<file path="config.mk">
export PLATFORM = sky130hd
export DESIGN_NAME = csav_core
export DESIGN_NICKNAME = d
export VERILOG_FILES = /design/src/design/csav_pkg.sv /design/src/design/csav_core_if.sv /design/src/design/csav_agen.sv /design/src/design/csav_alu.sv /design/src/design/csav_core.sv
export SDC_FILE = /design/constraint.sdc
export NUM_CORES = 1
export LEC_CHECK = 0
export ABC_CLOCK_PERIOD_IN_PS = 3700
export BUFFER_PORTS_ARGS = -buffer_cell sky130_fd_sc_hd__buf_2
export CAP_MARGIN = 0
export CORE_MARGIN = 2
export CORE_UTILIZATION = 61
export CTS_BUF_LIST = sky130_fd_sc_hd__clkbuf_8
export CTS_CLUSTER_DIAMETER = 30
export DETAILED_ROUTE_END_ITERATION = 7
export GPL_TIMING_DRIVEN = 0
export PLACE_DENSITY = 0.8
export SLEW_MARGIN = 20
export SYNTH_ARGS = -nofsm -noshare
export SYNTH_HDL_FRONTEND = slang
export SYNTH_SLANG_ARGS = --single-unit
</file>
<file path="constraint.sdc">
create_clock -name clk -period 3.7 [get_ports clk]
set_input_delay 0 -clock clk [delete_from_list [all_inputs] [get_ports clk]]
set_output_delay 0 -clock clk [all_outputs]
set_load 0.01 [all_outputs]
</file>
<file path="src/design/csav_pkg.sv">
// constants, commands and register map of the cpu state block
package csav_pkg;
  // program memory map
  localparam logic [15:0] RESET_VEC_LO = 16'hfffe;
  localparam logic [15:0] RESET_VEC_HI = 16'hffff;
  localparam logic [15:0] TABLE_CALL_BASE = 16'hffc0;
  localparam logic [15:0] IRQ_VEC_BASE = 16'hffe0;
  localparam logic [7:0] PAGE_CALL_PAGE = 8'hff;
  localparam logic [3:0] SW_BREAK_SLOT = 4'h0;
  localparam logic [3:0] RESET_SLOT = 4'hf;
  localparam logic [15:0] PC_LAST = 16'hffff;
  localparam logic [15:0] PC_FIRST = 16'h0000;
  // data memory map
  localparam logic STACK_PAGE = 1'b1;
  // flag positions in cpu_flags_word
  localparam int FLG_C = 0;
  localparam int FLG_Z = 1;
  localparam int FLG_I = 2;
  localparam int FLG_H = 3;
  localparam int FLG_B = 4;
  localparam int FLG_G = 5;
  localparam int FLG_V = 6;
  localparam int FLG_N = 7;
  localparam logic [7:0] FLAGS_RST = 8'h00;
  // apb byte offsets
  localparam logic [7:0] OFF_ACC = 8'h00;
  localparam logic [7:0] OFF_X = 8'h04;
  localparam logic [7:0] OFF_Y = 8'h08;
  localparam logic [7:0] OFF_STACK_PTR = 8'h0c;
  localparam logic [7:0] OFF_FLAGS = 8'h10;
  localparam logic [7:0] OFF_PC = 8'h14;
  localparam logic [7:0] OFF_CMD = 8'h18;
  localparam logic [7:0] OFF_OPND = 8'h1c;
  localparam logic [7:0] OFF_EA = 8'h20;
  localparam logic [7:0] OFF_WIDE_PAIR = 8'h24;
  typedef enum logic [4:0] {
    CMD_NOP = 5'h00, CMD_RSTV = 5'h01, CMD_ADD = 5'h02, CMD_SUB = 5'h03,
    CMD_SHL = 5'h04, CMD_ROL = 5'h05, CMD_LDA = 5'h06, CMD_BIT = 5'h07,
    CMD_PUSH = 5'h08, CMD_POP = 5'h09, CMD_IRQ_ON = 5'h0a,
    CMD_IRQ_OFF = 5'h0b, CMD_PAGE_ONE = 5'h0c, CMD_PAGE_ZERO = 5'h0d,
    CMD_OVF_CLEAR = 5'h0e, CMD_SW_BREAK = 5'h0f, CMD_TABLE_CALL = 5'h10,
    CMD_PAGE_CALL = 5'h11, CMD_IRQ = 5'h12, CMD_IDXX = 5'h13,
    CMD_IDXY = 5'h14, CMD_DIRECT = 5'h15, CMD_INCPC = 5'h16,
    CMD_INCYA = 5'h17
  } csav_cmd_t;
  typedef enum logic [2:0] {
    ALU_ADD, ALU_SUB, ALU_SHL, ALU_ROL, ALU_PASS, ALU_BIT
  } csav_alu_op_t;
  typedef enum logic [2:0] {
    AG_IDX_X, AG_IDX_Y, AG_DIRECT, AG_TABLE, AG_VEC, AG_PAGE_CALL
  } csav_ag_mode_t;
endpackage

</file>
<file path="src/design/csav_core_if.sv">
// signals between the core and its alu and address generator
`timescale 1ns/1ps
interface csav_core_if;
  import csav_pkg::*;
  csav_alu_op_t aluOp;
  logic [7:0] aluA, aluB, aluRes;
  logic aluCin, aluC, aluH, aluV, aluZ, aluN;
  csav_ag_mode_t agMode;
  logic [15:0] agOpnd, agAddr;
  logic [7:0] agX, agY;
  logic agPage;
  logic [3:0] agSlot;
  modport core (output aluOp, aluA, aluB, aluCin, agMode, agOpnd, agX, agY,
    agPage, agSlot, input aluRes, aluC, aluH, aluV, aluZ, aluN, agAddr);
  modport alu (input aluOp, aluA, aluB, aluCin,
    output aluRes, aluC, aluH, aluV, aluZ, aluN);
  modport agen (input agMode, agOpnd, agX, agY, agPage, agSlot,
    output agAddr);
endinterface

</file>
<file path="src/design/csav_agen.sv">
// effective address and vector slot address generator
`timescale 1ns/1ps
module csav_agen
  import csav_pkg::*;
(
  csav_core_if.agen bus
);
  always_comb begin
    unique case (bus.agMode)
      AG_IDX_X: bus.agAddr = bus.agOpnd + {8'h00, bus.agX};
      AG_IDX_Y: bus.agAddr = bus.agOpnd + {8'h00, bus.agY};
      AG_DIRECT: bus.agAddr = {7'h00, bus.agPage, bus.agOpnd[7:0]};
      // slot 15 lowest, each lower slot two bytes higher
      AG_TABLE: bus.agAddr = TABLE_CALL_BASE + {11'h000, ~bus.agSlot, 1'b0};
      AG_VEC: bus.agAddr = IRQ_VEC_BASE + {11'h000, bus.agSlot, 1'b0};
      AG_PAGE_CALL: bus.agAddr = {PAGE_CALL_PAGE, bus.agOpnd[7:0]};
      default: bus.agAddr = bus.agOpnd;
    endcase
  end
endmodule

</file>
<file path="src/design/csav_alu.sv">
// eight-bit alu with carry, half-carry, overflow, zero and sign
`timescale 1ns/1ps
module csav_alu
  import csav_pkg::*;
(
  csav_core_if.alu bus
);
  logic [8:0] sum;
  logic [4:0] nib;
  logic [7:0] r;
  always_comb begin
    sum = 9'h000;
    nib = 5'h00;
    r = 8'h00;
    bus.aluC = bus.aluCin;
    bus.aluH = 1'b0;
    bus.aluV = 1'b0;
    unique case (bus.aluOp)
      ALU_ADD: begin
        sum = {1'b0, bus.aluA} + {1'b0, bus.aluB} + {8'h00, bus.aluCin};
        nib = {1'b0, bus.aluA[3:0]} + {1'b0, bus.aluB[3:0]}
          + {4'h0, bus.aluCin};
        r = sum[7:0];
        bus.aluC = sum[8];
        bus.aluH = nib[4];
        bus.aluV = (bus.aluA[7] == bus.aluB[7]) && (r[7] != bus.aluA[7]);
      end
      ALU_SUB: begin
        // carry clear means a borrow was taken
        sum = {1'b0, bus.aluA} - {1'b0, bus.aluB} - {8'h00, ~bus.aluCin};
        nib = {1'b0, bus.aluA[3:0]} - {1'b0, bus.aluB[3:0]}
          - {4'h0, ~bus.aluCin};
        r = sum[7:0];
        bus.aluC = ~sum[8];
        bus.aluH = ~nib[4];
        bus.aluV = (bus.aluA[7] != bus.aluB[7]) && (r[7] != bus.aluA[7]);
      end
      ALU_SHL: begin
        r = {bus.aluA[6:0], 1'b0};
        bus.aluC = bus.aluA[7];
      end
      ALU_ROL: begin
        r = {bus.aluA[6:0], bus.aluCin};
        bus.aluC = bus.aluA[7];
      end
      ALU_PASS: r = bus.aluB;
      ALU_BIT: begin
        r = bus.aluA & bus.aluB;
        bus.aluV = bus.aluB[6];
      end
      default: r = 8'h00;
    endcase
    bus.aluRes = r;
    bus.aluZ = (r == 8'h00);
    bus.aluN = (bus.aluOp == ALU_BIT) ? bus.aluB[7] : r[7];
  end
endmodule

</file>
<file path="src/design/csav_core.sv">
// cpu architectural state with apb access and memory vectoring
//////////////////////////////////////////////////////////////////////////////
//////////////////////////////////////////////////////////////////////////////
`timescale 1ns/1ps
module csav_core
  import csav_pkg::*;
(
  input wire logic clk,
  input wire logic nrst,
  input wire logic [7:0] paddr,
  input wire logic psel,
  input wire logic penable,
  input wire logic pwrite,
  input wire logic [31:0] pwdata,
  output logic [31:0] prdata,
  output logic pready,
  output logic pslverr,
  output logic [15:0] progAddr,
  output logic progRd,
  input wire logic [7:0] progRdData,
  output logic [8:0] dataAddr,
  output logic dataRd,
  output logic dataWr,
  output logic [7:0] dataWrData,
  input wire logic [7:0] dataRdData
);
  typedef enum logic [2:0] {
    ST_BOOT, ST_IDLE, ST_FLO, ST_FHI, ST_FWT, ST_PSH, ST_PRD, ST_PWT
  } csav_state_t;

  csav_state_t state_r;
  logic [7:0] acc_r, x_r, y_r, stackPtr_r, flags_r, flagsNxt, fetchLo_r;
  logic [15:0] pc_r, opnd_r, ea_r, progAddr_r, wideAccPair;
  logic [8:0] dataAddr_r;
  logic [7:0] dataWrData_r, opLow;
  logic [3:0] opSlot;
  logic progRd_r, dataRd_r, dataWr_r, pageFlag;
  logic [31:0] prdata_r, rdMux;
  logic pready_r, pslverr_r, hit, busy, setup, regWr, cmdGo, irqTake;
  logic vecCmd;
  csav_cmd_t cmdIn;

  csav_core_if cif();
  csav_alu u_alu (.bus(cif));
  csav_agen u_agen (.bus(cif));

  assign prdata = prdata_r;
  assign pready = pready_r;
  assign pslverr = pslverr_r;
  assign progAddr = progAddr_r;
  assign progRd = progRd_r;
  assign dataAddr = dataAddr_r;
  assign dataRd = dataRd_r;
  assign dataWr = dataWr_r;
  assign dataWrData = dataWrData_r;

  assign busy = (state_r != ST_IDLE);
  assign setup = psel && !penable;
  assign regWr = psel && penable && pready_r && pwrite && !pslverr_r;
  assign cmdIn = csav_cmd_t'(pwdata[4:0]);
  assign cmdGo = regWr && (paddr == OFF_CMD);
  assign irqTake = (cmdIn == CMD_IRQ) && flags_r[FLG_I];
  assign vecCmd = (cmdIn == CMD_RSTV) || (cmdIn == CMD_SW_BREAK)
    || (cmdIn == CMD_TABLE_CALL) || irqTake;
  assign wideAccPair = {y_r, acc_r};
  assign opLow = opnd_r[7:0];
  assign opSlot = opnd_r[3:0];
  assign pageFlag = flags_r[FLG_G];

  //////////////////////////////////////////////////////////////////////////
  // alu and address generator operands
  assign cif.aluA = acc_r;
  assign cif.aluB = opLow;
  assign cif.aluCin = flags_r[FLG_C];
  assign cif.agOpnd = opnd_r;
  assign cif.agX = x_r;
  assign cif.agY = y_r;
  assign cif.agPage = pageFlag;

  always_comb begin
    unique case (cmdIn)
      CMD_ADD: cif.aluOp = ALU_ADD;
      CMD_SUB: cif.aluOp = ALU_SUB;
      CMD_SHL: cif.aluOp = ALU_SHL;
      CMD_ROL: cif.aluOp = ALU_ROL;
      CMD_BIT: cif.aluOp = ALU_BIT;
      default: cif.aluOp = ALU_PASS;
    endcase
  end

  always_comb begin
    cif.agSlot = opSlot;
    unique case (cmdIn)
      CMD_IDXX: cif.agMode = AG_IDX_X;
      CMD_IDXY: cif.agMode = AG_IDX_Y;
      CMD_TABLE_CALL: cif.agMode = AG_TABLE;
      CMD_SW_BREAK: begin
        // break shares the vector of table call slot 0
        cif.agMode = AG_TABLE;
        cif.agSlot = SW_BREAK_SLOT;
      end
      CMD_IRQ: cif.agMode = AG_VEC;
      CMD_RSTV: begin
        cif.agMode = AG_VEC;
        cif.agSlot = RESET_SLOT;
      end
      CMD_PAGE_CALL: cif.agMode = AG_PAGE_CALL;
      default: cif.agMode = AG_DIRECT;
    endcase
  end

  //////////////////////////////////////////////////////////////////////////
  // apb slave, zero wait states
  always_comb begin
    hit = 1'b1;
    unique case (paddr)
      OFF_ACC: rdMux = {24'h000000, acc_r};
      OFF_X: rdMux = {24'h000000, x_r};
      OFF_Y: rdMux = {24'h000000, y_r};
      OFF_STACK_PTR: rdMux = {24'h000000, stackPtr_r};
      OFF_FLAGS: rdMux = {24'h000000, flags_r};
      OFF_PC: rdMux = {16'h0000, pc_r};
      OFF_CMD: rdMux = {31'h00000000, busy};
      OFF_OPND: rdMux = {16'h0000, opnd_r};
      OFF_EA: rdMux = {16'h0000, ea_r};
      OFF_WIDE_PAIR: rdMux = {16'h0000, wideAccPair};
      default: begin
        rdMux = 32'h00000000;
        hit = 1'b0;
      end
    endcase
  end

  always_ff @(posedge clk or negedge nrst) begin
    if (!nrst) begin
      pready_r <= 1'b0;
      pslverr_r <= 1'b0;
      prdata_r <= 32'h00000000;
    end else if (setup) begin
      pready_r <= 1'b1;
      prdata_r <= pwrite ? 32'h00000000 : rdMux;
      // writes refused while a sequence runs, and to the address result
      pslverr_r <= !hit || (pwrite && (busy || paddr == OFF_EA));
    end else if (psel && penable) begin
      pready_r <= 1'b0;
      pslverr_r <= 1'b0;
    end
  end

  //////////////////////////////////////////////////////////////////////////
  // memory sequencer; the program port has no write strobe
  always_ff @(posedge clk or negedge nrst) begin
    if (!nrst) begin
      state_r <= ST_BOOT;
      progAddr_r <= PC_FIRST;
      progRd_r <= 1'b0;
      fetchLo_r <= 8'h00;
      dataAddr_r <= 9'h000;
      dataRd_r <= 1'b0;
      dataWr_r <= 1'b0;
      dataWrData_r <= 8'h00;
    end else begin
      unique case (state_r)
        ST_BOOT: begin
          progAddr_r <= RESET_VEC_LO;
          progRd_r <= 1'b1;
          state_r <= ST_FLO;
        end
        ST_IDLE: begin
          if (cmdGo && vecCmd) begin
            progAddr_r <= cif.agAddr;
            progRd_r <= 1'b1;
            state_r <= ST_FLO;
          end else if (cmdGo && cmdIn == CMD_PUSH) begin
            dataAddr_r <= {STACK_PAGE, stackPtr_r};
            dataWrData_r <= acc_r;
            dataWr_r <= 1'b1;
            state_r <= ST_PSH;
          end else if (cmdGo && cmdIn == CMD_POP) begin
            dataAddr_r <= {STACK_PAGE, stackPtr_r + 8'h01};
            dataRd_r <= 1'b1;
            state_r <= ST_PRD;
          end
        end
        ST_FLO: begin
          progAddr_r <= progAddr_r + 16'h0001;
          state_r <= ST_FHI;
        end
        ST_FHI: begin
          progRd_r <= 1'b0;
          fetchLo_r <= progRdData;
          state_r <= ST_FWT;
        end
        ST_FWT: state_r <= ST_IDLE;
        ST_PSH: begin
          dataWr_r <= 1'b0;
          state_r <= ST_IDLE;
        end
        ST_PRD: begin
          dataRd_r <= 1'b0;
          state_r <= ST_PWT;
        end
        ST_PWT: state_r <= ST_IDLE;
      endcase
    end
  end

  //////////////////////////////////////////////////////////////////////////
  // program counter
  always_ff @(posedge clk or negedge nrst) begin
    if (!nrst) begin
      pc_r <= PC_FIRST;
    end else if (state_r == ST_FWT) begin
      pc_r <= {progRdData, fetchLo_r};
    end else if (regWr && paddr == OFF_PC) begin
      pc_r <= pwdata[15:0];
    end else if (cmdGo && cmdIn == CMD_PAGE_CALL) begin
      pc_r <= cif.agAddr;
    end else if (cmdGo && cmdIn == CMD_INCPC) begin
      pc_r <= pc_r + 16'h0001;
    end
  end

  // stack pointer is left without reset on purpose
  always_ff @(posedge clk) begin
    if (regWr && paddr == OFF_STACK_PTR) begin
      stackPtr_r <= pwdata[7:0];
    end else if (state_r == ST_PSH) begin
      stackPtr_r <= stackPtr_r - 8'h01;
    end else if (cmdGo && cmdIn == CMD_POP) begin
      stackPtr_r <= stackPtr_r + 8'h01;
    end
  end

  //////////////////////////////////////////////////////////////////////////
  // accumulator, index registers, operand and address result
  always_ff @(posedge clk or negedge nrst) begin
    if (!nrst) begin
      acc_r <= 8'h00;
    end else if (regWr && (paddr == OFF_ACC || paddr == OFF_WIDE_PAIR)) begin
      acc_r <= pwdata[7:0];
    end else if (state_r == ST_PWT) begin
      acc_r <= dataRdData;
    end else if (cmdGo && cmdIn == CMD_INCYA) begin
      acc_r <= wideAccPair[7:0] + 8'h01;
    end else if (cmdGo && (cmdIn == CMD_ADD || cmdIn == CMD_SUB
        || cmdIn == CMD_SHL || cmdIn == CMD_ROL || cmdIn == CMD_LDA)) begin
      acc_r <= cif.aluRes;
    end
  end

  always_ff @(posedge clk or negedge nrst) begin
    if (!nrst) begin
      y_r <= 8'h00;
    end else if (regWr && paddr == OFF_Y) begin
      y_r <= pwdata[7:0];
    end else if (regWr && paddr == OFF_WIDE_PAIR) begin
      y_r <= pwdata[15:8];
    end else if (cmdGo && cmdIn == CMD_INCYA && acc_r == 8'hff) begin
      y_r <= y_r + 8'h01;
    end
  end

  always_ff @(posedge clk or negedge nrst) begin
    if (!nrst) begin
      x_r <= 8'h00;
    end else if (regWr && paddr == OFF_X) begin
      x_r <= pwdata[7:0];
    end
  end

  always_ff @(posedge clk or negedge nrst) begin
    if (!nrst) begin
      opnd_r <= 16'h0000;
    end else if (regWr && paddr == OFF_OPND) begin
      opnd_r <= pwdata[15:0];
    end
  end

  always_ff @(posedge clk or negedge nrst) begin
    if (!nrst) begin
      ea_r <= 16'h0000;
    end else if (cmdGo && (cmdIn == CMD_IDXX || cmdIn == CMD_IDXY
        || cmdIn == CMD_DIRECT)) begin
      ea_r <= cif.agAddr;
    end
  end

  //////////////////////////////////////////////////////////////////////////
  // flags word
  always_comb begin
    flagsNxt = flags_r;
    if (state_r == ST_PWT) begin
      flagsNxt[FLG_Z] = (dataRdData == 8'h00);
      flagsNxt[FLG_N] = dataRdData[7];
    end else if (cmdGo) begin
      unique case (cmdIn)
        CMD_ADD, CMD_SUB: begin
          flagsNxt[FLG_C] = cif.aluC;
          flagsNxt[FLG_H] = cif.aluH;
          flagsNxt[FLG_V] = cif.aluV;
          flagsNxt[FLG_Z] = cif.aluZ;
          flagsNxt[FLG_N] = cif.aluN;
        end
        CMD_SHL, CMD_ROL: begin
          flagsNxt[FLG_C] = cif.aluC;
          flagsNxt[FLG_Z] = cif.aluZ;
          flagsNxt[FLG_N] = cif.aluN;
        end
        CMD_LDA: begin
          flagsNxt[FLG_Z] = cif.aluZ;
          flagsNxt[FLG_N] = cif.aluN;
        end
        CMD_BIT: begin
          flagsNxt[FLG_Z] = cif.aluZ;
          flagsNxt[FLG_V] = cif.aluV;
          flagsNxt[FLG_N] = cif.aluN;
        end
        CMD_IRQ_ON: flagsNxt[FLG_I] = 1'b1;
        CMD_IRQ_OFF: flagsNxt[FLG_I] = 1'b0;
        CMD_IRQ: flagsNxt[FLG_I] = 1'b0;
        CMD_PAGE_ONE: flagsNxt[FLG_G] = 1'b1;
        CMD_PAGE_ZERO: flagsNxt[FLG_G] = 1'b0;
        CMD_OVF_CLEAR: begin
          flagsNxt[FLG_V] = 1'b0;
          flagsNxt[FLG_H] = 1'b0;
        end
        CMD_SW_BREAK: flagsNxt[FLG_B] = 1'b1;
        default: flagsNxt = flags_r;
      endcase
    end
  end

  always_ff @(posedge clk or negedge nrst) begin
    if (!nrst) begin
      flags_r <= FLAGS_RST;
    end else if (regWr && paddr == OFF_FLAGS) begin
      flags_r <= pwdata[7:0];
    end else begin
      flags_r <= flagsNxt;
    end
  end
endmodule

</file>
==> results of run 1 <==
[area by class of cell]
class,instances,area share
Clock buffer,18,0.0193
Antenna cell,1,0.000195
Multi-Input combinational cell,1048,0.531
Buffer,100,0.0386
Inverter,39,0.0117
Timing Repair Buffer,132,0.0665
Clock inverter,14,0.0102
Sequential cell,153,0.301
Tap cell,229,0.0223
[worst paths after layout]
path | from | end | slack, ns | cells past startpoint
min in group clk | paddr[3] | prdata[4] | 0.08 | 4
worst min register to register | dataAddr[8] | dataAddr[8] | 0.47 | 1
worst max register to register | acc_r[0] | flags_r[7] | 0.20 | 12
max in group asynchronous | nrst | progAddr[4] | 2.79 | 3
worst min-delay path | nrst | dataWrData[0] | 0.04 | 2
worst max-delay path | acc_r[0] | flags_r[7] | 0.20 | 12
[cells by family after synthesis]
kind of cell               after synthesis
and+or+nand+nor                        464
AOI/OAI and AO/OA                      409
DFF                                    153
buffers and inverters                  139
xor gates and xnor gates                63
muxes                                   53
adders and majority gates               43
other                                    1
[what timing repair did]
item	4_1_cts	5_1_grt
hold endpoints to repair	193	0
setup buffers	0	3
setup endpoints to repair	0	3
hold buffers	31	0
gates resized for setup	0	2
[where the power goes]
group / switching (W) / internal, W
Sequential: 0.000416 / 0.00198
Combinational: 0.00159 / 0.00103
Clock: 0.000770 / 0.000512
[placed cells by master, fill, tap and decap left out, types with 6 or more instances in the layout]
master	instances
dfrtp_1	145
nand2_1	141
buf_2	112
o21ai_0	111
nor2_1	95
a21oi_1	86
clkbuf_1	58
nand3_1	49
mux2_2	40
ha_1	38
inv_1	37
and3_1	35
nor3_1	33
xnor2_1	33
dlygate4sd3_1	31
xor2_1	30
buf_4	24
a31oi_1	23
clkbuf_8	18
a22o_1	17
o22ai_1	17
nor2b_1	16
conb_1	16
a221oi_1	15
a211oi_1	13
mux2i_1	12
nand2b_1	12
o211ai_1	12
a22oi_1	12
nand4_1	11
o221ai_1	11
and2_1	10
or3_1	10
o21a_1	8
a222oi_1	8
edfxtp_1	8
o31ai_1	7
a21boi_0	6
a21o_1	6
[per-layer routing]
layer,vias up,global-route usage,wire length (um)
met5,-,0,0
met4,0,0.143,1330
met3,105,0.0995,5020
met2,723,0.596,17000
met1,5413,0.576,15900
li1,5175,-,-
[sequential cells by signal (all words and copies together), names as in the netlist]
register    cells
cif.agX         8
flags_r         8
prdata         16
dataAddr        9
pready          1
progRd          1
progAddr       16
pc_r           16
state_r         3
fetchLo_r       8
pslverr         1
dataRd          1
stackPtr_r      8
dataWrData      8
dataWr          1
cif.agY         8
ea_r           16
cif.agOpnd     16
acc_r           8
[per-stage QoR]
stage	instance area, um2	util
global placement	12100	0.671
CTS	12800	0.712
finish	12900	0.714
floorplan	11300	-
global route	12900	0.714
detailed placement	12100	0.674
[critical path: stages, from the launching register on]
cell and delay [ns]:
dfrtp_1 0.61, clkinvlp_4 0.14, buf_4 0.19, fa_1 0.56, inv_1 0.08, ha_1 0.18, o21a_1 0.21, nor4_1 0.29
nor2_1 0.12, o211ai_1 0.43, a21boi_2 0.15, a311oi_1 0.30, o21bai_1 0.16
==> metrics.yaml, run 1 <==
status: "complete, no violations"
yosysTopAreaCell: "dfrtp_1"
pwr_density_cell_nw_per_um2: 490
post_synth_and_or_nand_nor_area_fraction: 0.210
yosysSeqAreaShare: 0.343
grt_overflow: 0
initial_utilization: 0.626
numCtsBuffers: 17
synth_commonest_cells: "dfrtp_1 (145), nand2_1 (141), o21ai_0 (111)"
cap_viol_max_count: 0
final-hold-violation-count: 0
finalSetupViolCount: 0
drt-total-wl_um: 39300
cts_buffer_depth: 2
first_global_vias: 10800
clock_sinks: 153
layout-drive-gt1-share: 0.167
async_reset_ff_frac: 0.948
hp-class: "in -> async"
syn_area_per_cell_um2: 8.51
drtPass1Iterations: 8
io_pins: 131
rsz0062_at_grt: "no"
synth_compound_area_frac: 0.238
crit_type: "reg -> reg"
die_h_um: 140
muxShareOfSynthArea: 0.0519
grt_pass1_wl_um: 61200
grt_max_degree: 81
synth_xor_area_frac: 0.0489
synth_top_cell_area_share: 0.322
crit_fanout: 8
max-slew-margin-rel: 0.351
antenna_found_initial: 0
cts.clk_slew.worst_paths_ns: 0.10
dr_total_vias: 11400
netlist_area_um2: 11300
ys_ff_latch: 153
cp.required_ns: 4.09
yosys.cell_types.count: 96
placed_cells: 1667
setup_tns_ns: 0
postRouteAntennaNets: 0
core-area_um2: 18000
area_delta_synth_final_pct: 14.1
total_power_w: 0.00630
syn_inst: 1325
fmax_ghz: 0.286
synth_edf_count: 8
drc: 0
ir_drop_uv: 491
fin_cells: 1734
crit_arrival_ns: 3.89
wl_per_cell_um: 22.7
fin_ws_ns: 0.199
tightest_slew_ns: 0.967
maxSlewViolCount: 0
worstSetupEndpointType: "flop"
io_buffer_count: 97
place_congestion: 1.03
synth_top_family_by_area: "compound AO/OA/AOI/OAI gates"
post-synth-top-count-cell: "dfrtp_1"
yosys_warnings: 0
drtIter0Drc: 1490
rows: 49
finClkSkew_ns: 0.0235
hold_ws_ns: 0.0392
pre_cts_ws_ns: -0.178
synth_ff_type: "dfrtp_1"
vias_per_cell: 6.58
dieArea_um2: 19600
place_hpwl_um: 29100
num-fill-cells: 1452
final-seq-area_um2: 3870
synth_area_leaders: "dfrtp_1 (32%), o21ai_0 (4.9%), nand2_1 (4.7%)"
period_share: 0.946
cts_root_buf: "clkbuf_8"
p_leak_nw: 5.67
worst_skew_pair.late_latency_ns: 0.48
fin_crit_ns: 3.50
cts_tree: "done"
dieWidth_um: 140
final_nets: 1595
synthAdderAreaFrac: 0.0510
start_kind: "flop"
grt_usage: 0.402
h-tree-depth: 4
multi_input_area_um2: 6830
(Power assumes the default switching activity.)
==> run 2, diff against run 1 <==
- CORE_MARGIN: 2 -> 3
- CORE_UTILIZATION: 61 -> 62
- PLACE_DENSITY: 0.8 -> 0.84
- SYNTH_HIERARCHICAL: not set -> 1
==> run 2 against run 1 <==
Count of clock-buffer cells in the layout did not move. Via count rose by 7.6%. Critical path depth rose by 7. Synthesized area rose by 5.6%. Sequential share of layout area fell by 1.9 points. The run now ends with design-rule violations left. Cell area rose by 6.7%. Final cell count rose by 3.9%. Total power fell by 45%. Fmax fell by 4.6%. Highest routed layer unchanged.
==> metrics.yaml, run 2 <==
dieArea_um2: 20900  # was 19,600 um2
pwr-share-seq: 0.493  # was 0.380
drc: 2  # was 0
max-slew-margin-rel: 0.382  # was 0.351
cts.clk_slew.worst_paths_ns: 0.10  # about the same
period_share: 0.992  # was 0.946
p_comb_frac: 0.132  # was 0.417
reg2reg_from: "cif.agOpnd[0]"  # was acc_r[0]
syn_area_per_cell_um2: 8.61  # was 8.51 um2
worst_skew_pair.late_latency_ns: 0.47  # was 0.48 ns
p_switching_w: 0.00105  # was 0.00278 W
dr_total_vias: 12300  # was 11.4k
num-fill-cells: 1513  # was 1,452
crit_type: "in -> reg"  # was reg -> reg
drtPass1Iterations: 8  # unchanged
numCtsBuffers: 17  # unchanged
fin_ws_ns: 0.0309  # was 0.199 ns
core-area_um2: 18800  # was 18,000 um2
yosysTopAreaCell: "dfrtp_1"  # unchanged
netlist_area_um2: 11900  # was 11,300 um2
final_common_cell: "dfrtp_1"  # unchanged
yosysSeqAreaShare: 0.325  # was 0.343
regToRegSetupSlack_ns: 0.11  # was 0.20 ns
tightest_slew_ns: 0.918  # was 0.967 ns
yosys_warnings: 6  # was 0
hold_ws_ns: 0.0354  # was 0.0392 ns
cts_buffer_depth: 2  # unchanged
syn_inst: 1384  # was 1,325
slowest_stage: "a32oi_1"  # was dfrtp_1
crit_arrival_ns: 4.03  # was 3.89 ns
start_kind: "primary input"  # was flop
final-hold-violation-count: 0  # unchanged
pwr_density_cell_nw_per_um2: 254  # was 490 nW/um2
synth_ff_type: "dfrtp_1"  # unchanged
fin_crit_ns: 3.67  # was 3.50 ns
rsz0062_at_grt: "yes"  # was no
setup_tns_ns: 0  # unchanged
reg2reg_depth: 14  # was 12
dieWidth_um: 145  # was 140 um
synth_commonest_cells: "dfrtp_1 (145), nand2_1 (121), o21ai_0 (114)"  # was dfrtp_1 (145), nand2_1 (141), o21ai_0 (111)
ys_ff_latch: 153  # unchanged
place_hpwl_um: 31000  # was 29,100 um
cap_viol_max_count: 0  # unchanged
p_leak_nw: 6.07  # was 5.67 nW
r2r-end: "flags_r[1]"  # was flags_r[7]
layout_common_cells: "dfrtp_1 (142), nand2_1 (121), o21ai_0 (111)"  # was dfrtp_1 (145), nand2_1 (141), buf_2 (112)
drt-total-wl_um: 42200  # was 39,300 um
synth_area_leaders: "dfrtp_1 (30%), mux2_2 (6.3%), o21ai_0 (4.8%)"  # was dfrtp_1 (32%), o21ai_0 (4.9%), nand2_1 (4.7%)
violations: "design-rule violations"
p_clk_frac: 0.375  # was 0.203
yosys.cell_types.count: 93  # was 96
clock_sinks: 153  # unchanged
path_delay_family: "compound AO/OA/AOI/OAI gates"  # unchanged
rows: 50  # was 49
worstSetupEndpointType: "flop"  # unchanged
slowest_delay_ns: 0.48  # was 0.61 ns
area_delta_synth_final_pct: 15.3  # was 14.1%
cts_tree: "done"  # unchanged
drtIter0Drc: 1622  # was 1,490
io_pins: 131  # unchanged
synth_edf_count: 8  # unchanged
io_buffer_count: 94  # was 97
postRouteAntennaNets: 0  # unchanged
fmax_ghz: 0.273  # was 0.286 GHz
cp.required_ns: 4.06  # was 4.09 ns
status: "complete, but fails checks"  # was complete, no violations
post-synth-top-count-cell: "dfrtp_1"  # unchanged
swShare: 0.301  # was 0.441
first_global_vias: 11400  # was 10.8k
finClkSkew_ns: 0.0146  # was 0.0235 ns
hp-class: "in -> async"  # unchanged
synth_top_cell_area_share: 0.305  # was 0.322
wl_per_cell_um: 23.5  # was 22.7 um
async_reset_ff_frac: 0.948  # unchanged
h-tree-depth: 4  # unchanged
ir_drop_uv: 213  # was 491 uV
pre_cts_ws_ns: -1.46  # was -0.178 ns
crit_path_cell_trace: "clkbuf_4 > buf_8 > nor2b_4 > a21oi_1 > o21ai_1 > nand2b_1 > clkbuf_4 > nor2_4 > and2_1 > buf_6 > mux2_2 > ha_1 > o21ai_1 > nor3_2 > o211ai_1 > xor2_1 > a32oi_1 > o21ai_0 > a311oi_1"  # was clkinvlp_4 > buf_4 > fa_1 > inv_1 > ha_1 > o21a_1 > nor4_1 > nor2_1 > o211ai_1 > a21boi_2 > a311oi_1 > o21bai_1
crit_fanout: 10  # was 8
layout-drive-gt1-share: 0.199  # was 0.167
cts_root_buf: "clkbuf_8"  # unchanged
initial_utilization: 0.635  # was 0.626
antenna_found_initial: 0  # unchanged
p_int_w: 0.00244  # was 0.00352 W
maxSlewViolCount: 0  # unchanged
final_nets: 1653  # was 1,595
die_h_um: 145  # was 140 um
grt_pass1_wl_um: 63900  # was 61,200 um
grt_max_degree: 79  # was 81
place_congestion: 1.00  # was 1.03
vias_per_cell: 6.82  # was 6.58
finalSetupViolCount: 0  # unchanged
timing.critical_path.buf_inv: 4  # was 3
grt_usage: 0.398  # was 0.402
grt_overflow: 0  # unchanged
run 2: cell count changes after synthesis, sizes merged, moves of 10 or more:
cell / before / now
nor3: 38 / 28
mux2: 41 / 76
nand2: 143 / 122
mux2i: 12 / 26
a22oi: 12 / 36
nand2b: 12 / 22
and3: 35 / 21
run 2: per-layer routing:
layer  wire (um)  vias up  share of wire  GRT usage
li1            -     5439              -          -
met1       16700     5780           0.40      0.550
met2       18000      907           0.43      0.570
met3        5770      160           0.14      0.134
met4        1810        0          0.043      0.172
met5           0        -              0          0
run 2: final cells by class:
type	instances	area, um2	area share
diodes	3	7.51	0.000547
plain buffers	104	564	0.0411
clock buffers	18	248	0.0180
clock inverters	14	138	0.0100
inverters	42	161	0.0118
multi-input cells	1097	7550	0.550
flip-flops and latches	153	3870	0.282
well taps	234	293	0.0213
repair buffers	136	893	0.0651
run 2: worst max-delay path by stage:
stage                              from  depth (start not counted)          to
final                         pwdata[2]                         19    pc_r[11]
after global routing      cif.agOpnd[0]                         14  flags_r[1]
after CTS                     pwdata[2]                         22     pc_r[6]
after detailed placement      pwdata[1]                         19    pc_r[12]
after global placement        pwdata[1]                         19    pc_r[12]
after floorplan               pwdata[0]                         20     pc_r[7]
run 2: power by group through the flow:
stage / Combinational [W] / Clock [W] / Sequential (W)
final: 0.000462 / 0.00131 / 0.00172
after global routing: 0.000492 / 0.00140 / 0.00172
after CTS: 0.000429 / 0.00132 / 0.00172
after detailed placement: 0.000390 / 0 / 0.00175
after global placement: 0.000378 / 0 / 0.00175
after floorplan: 0.000223 / 0 / 0.00174
run 2: stage by stage:
| step | instance area (um2) | util | total power, W | cells |
|---|---|---|---|---|
| 3_5_place_dp | 12800 | 0.682 | 0.00214 | 1728 |
| 2_1_floorplan | 12000 | - | 0.00197 | 1399 |
| 3_3_place_gp | 12800 | 0.679 | 0.00213 | 1727 |
| 6_report | 13700 | 0.731 | 0.00349 | 1801 |
| 5_1_grt | 13700 | 0.731 | 0.00361 | 1798 |
| 4_1_cts | 13600 | 0.724 | 0.00346 | 1790 |
run 2: cell families (layout without fill, tap and decap cells):
logic type / Yosys count / after routing / share of synthesized area
other cells: 1 / 19 / 0.000315
flops: 153 / 153 / 0.325
mux: 103 / 103 / 0.0962
fa+ha+maj: 41 / 41 / 0.0462
simple gates: 472 / 472 / 0.208
compound gates: 409 / 409 / 0.227
xor+xnor: 56 / 56 / 0.0412
buf+inv: 149 / 314 / 0.0561
run 2: repair_timing:
action	4_1_cts	5_1_grt
endpoints found under the hold margin	179	0
buffers inserted	4	8
pin swaps	4	8
endpoints found under the setup margin	45	32
resized for setup	23	33
hold buffers	29	0
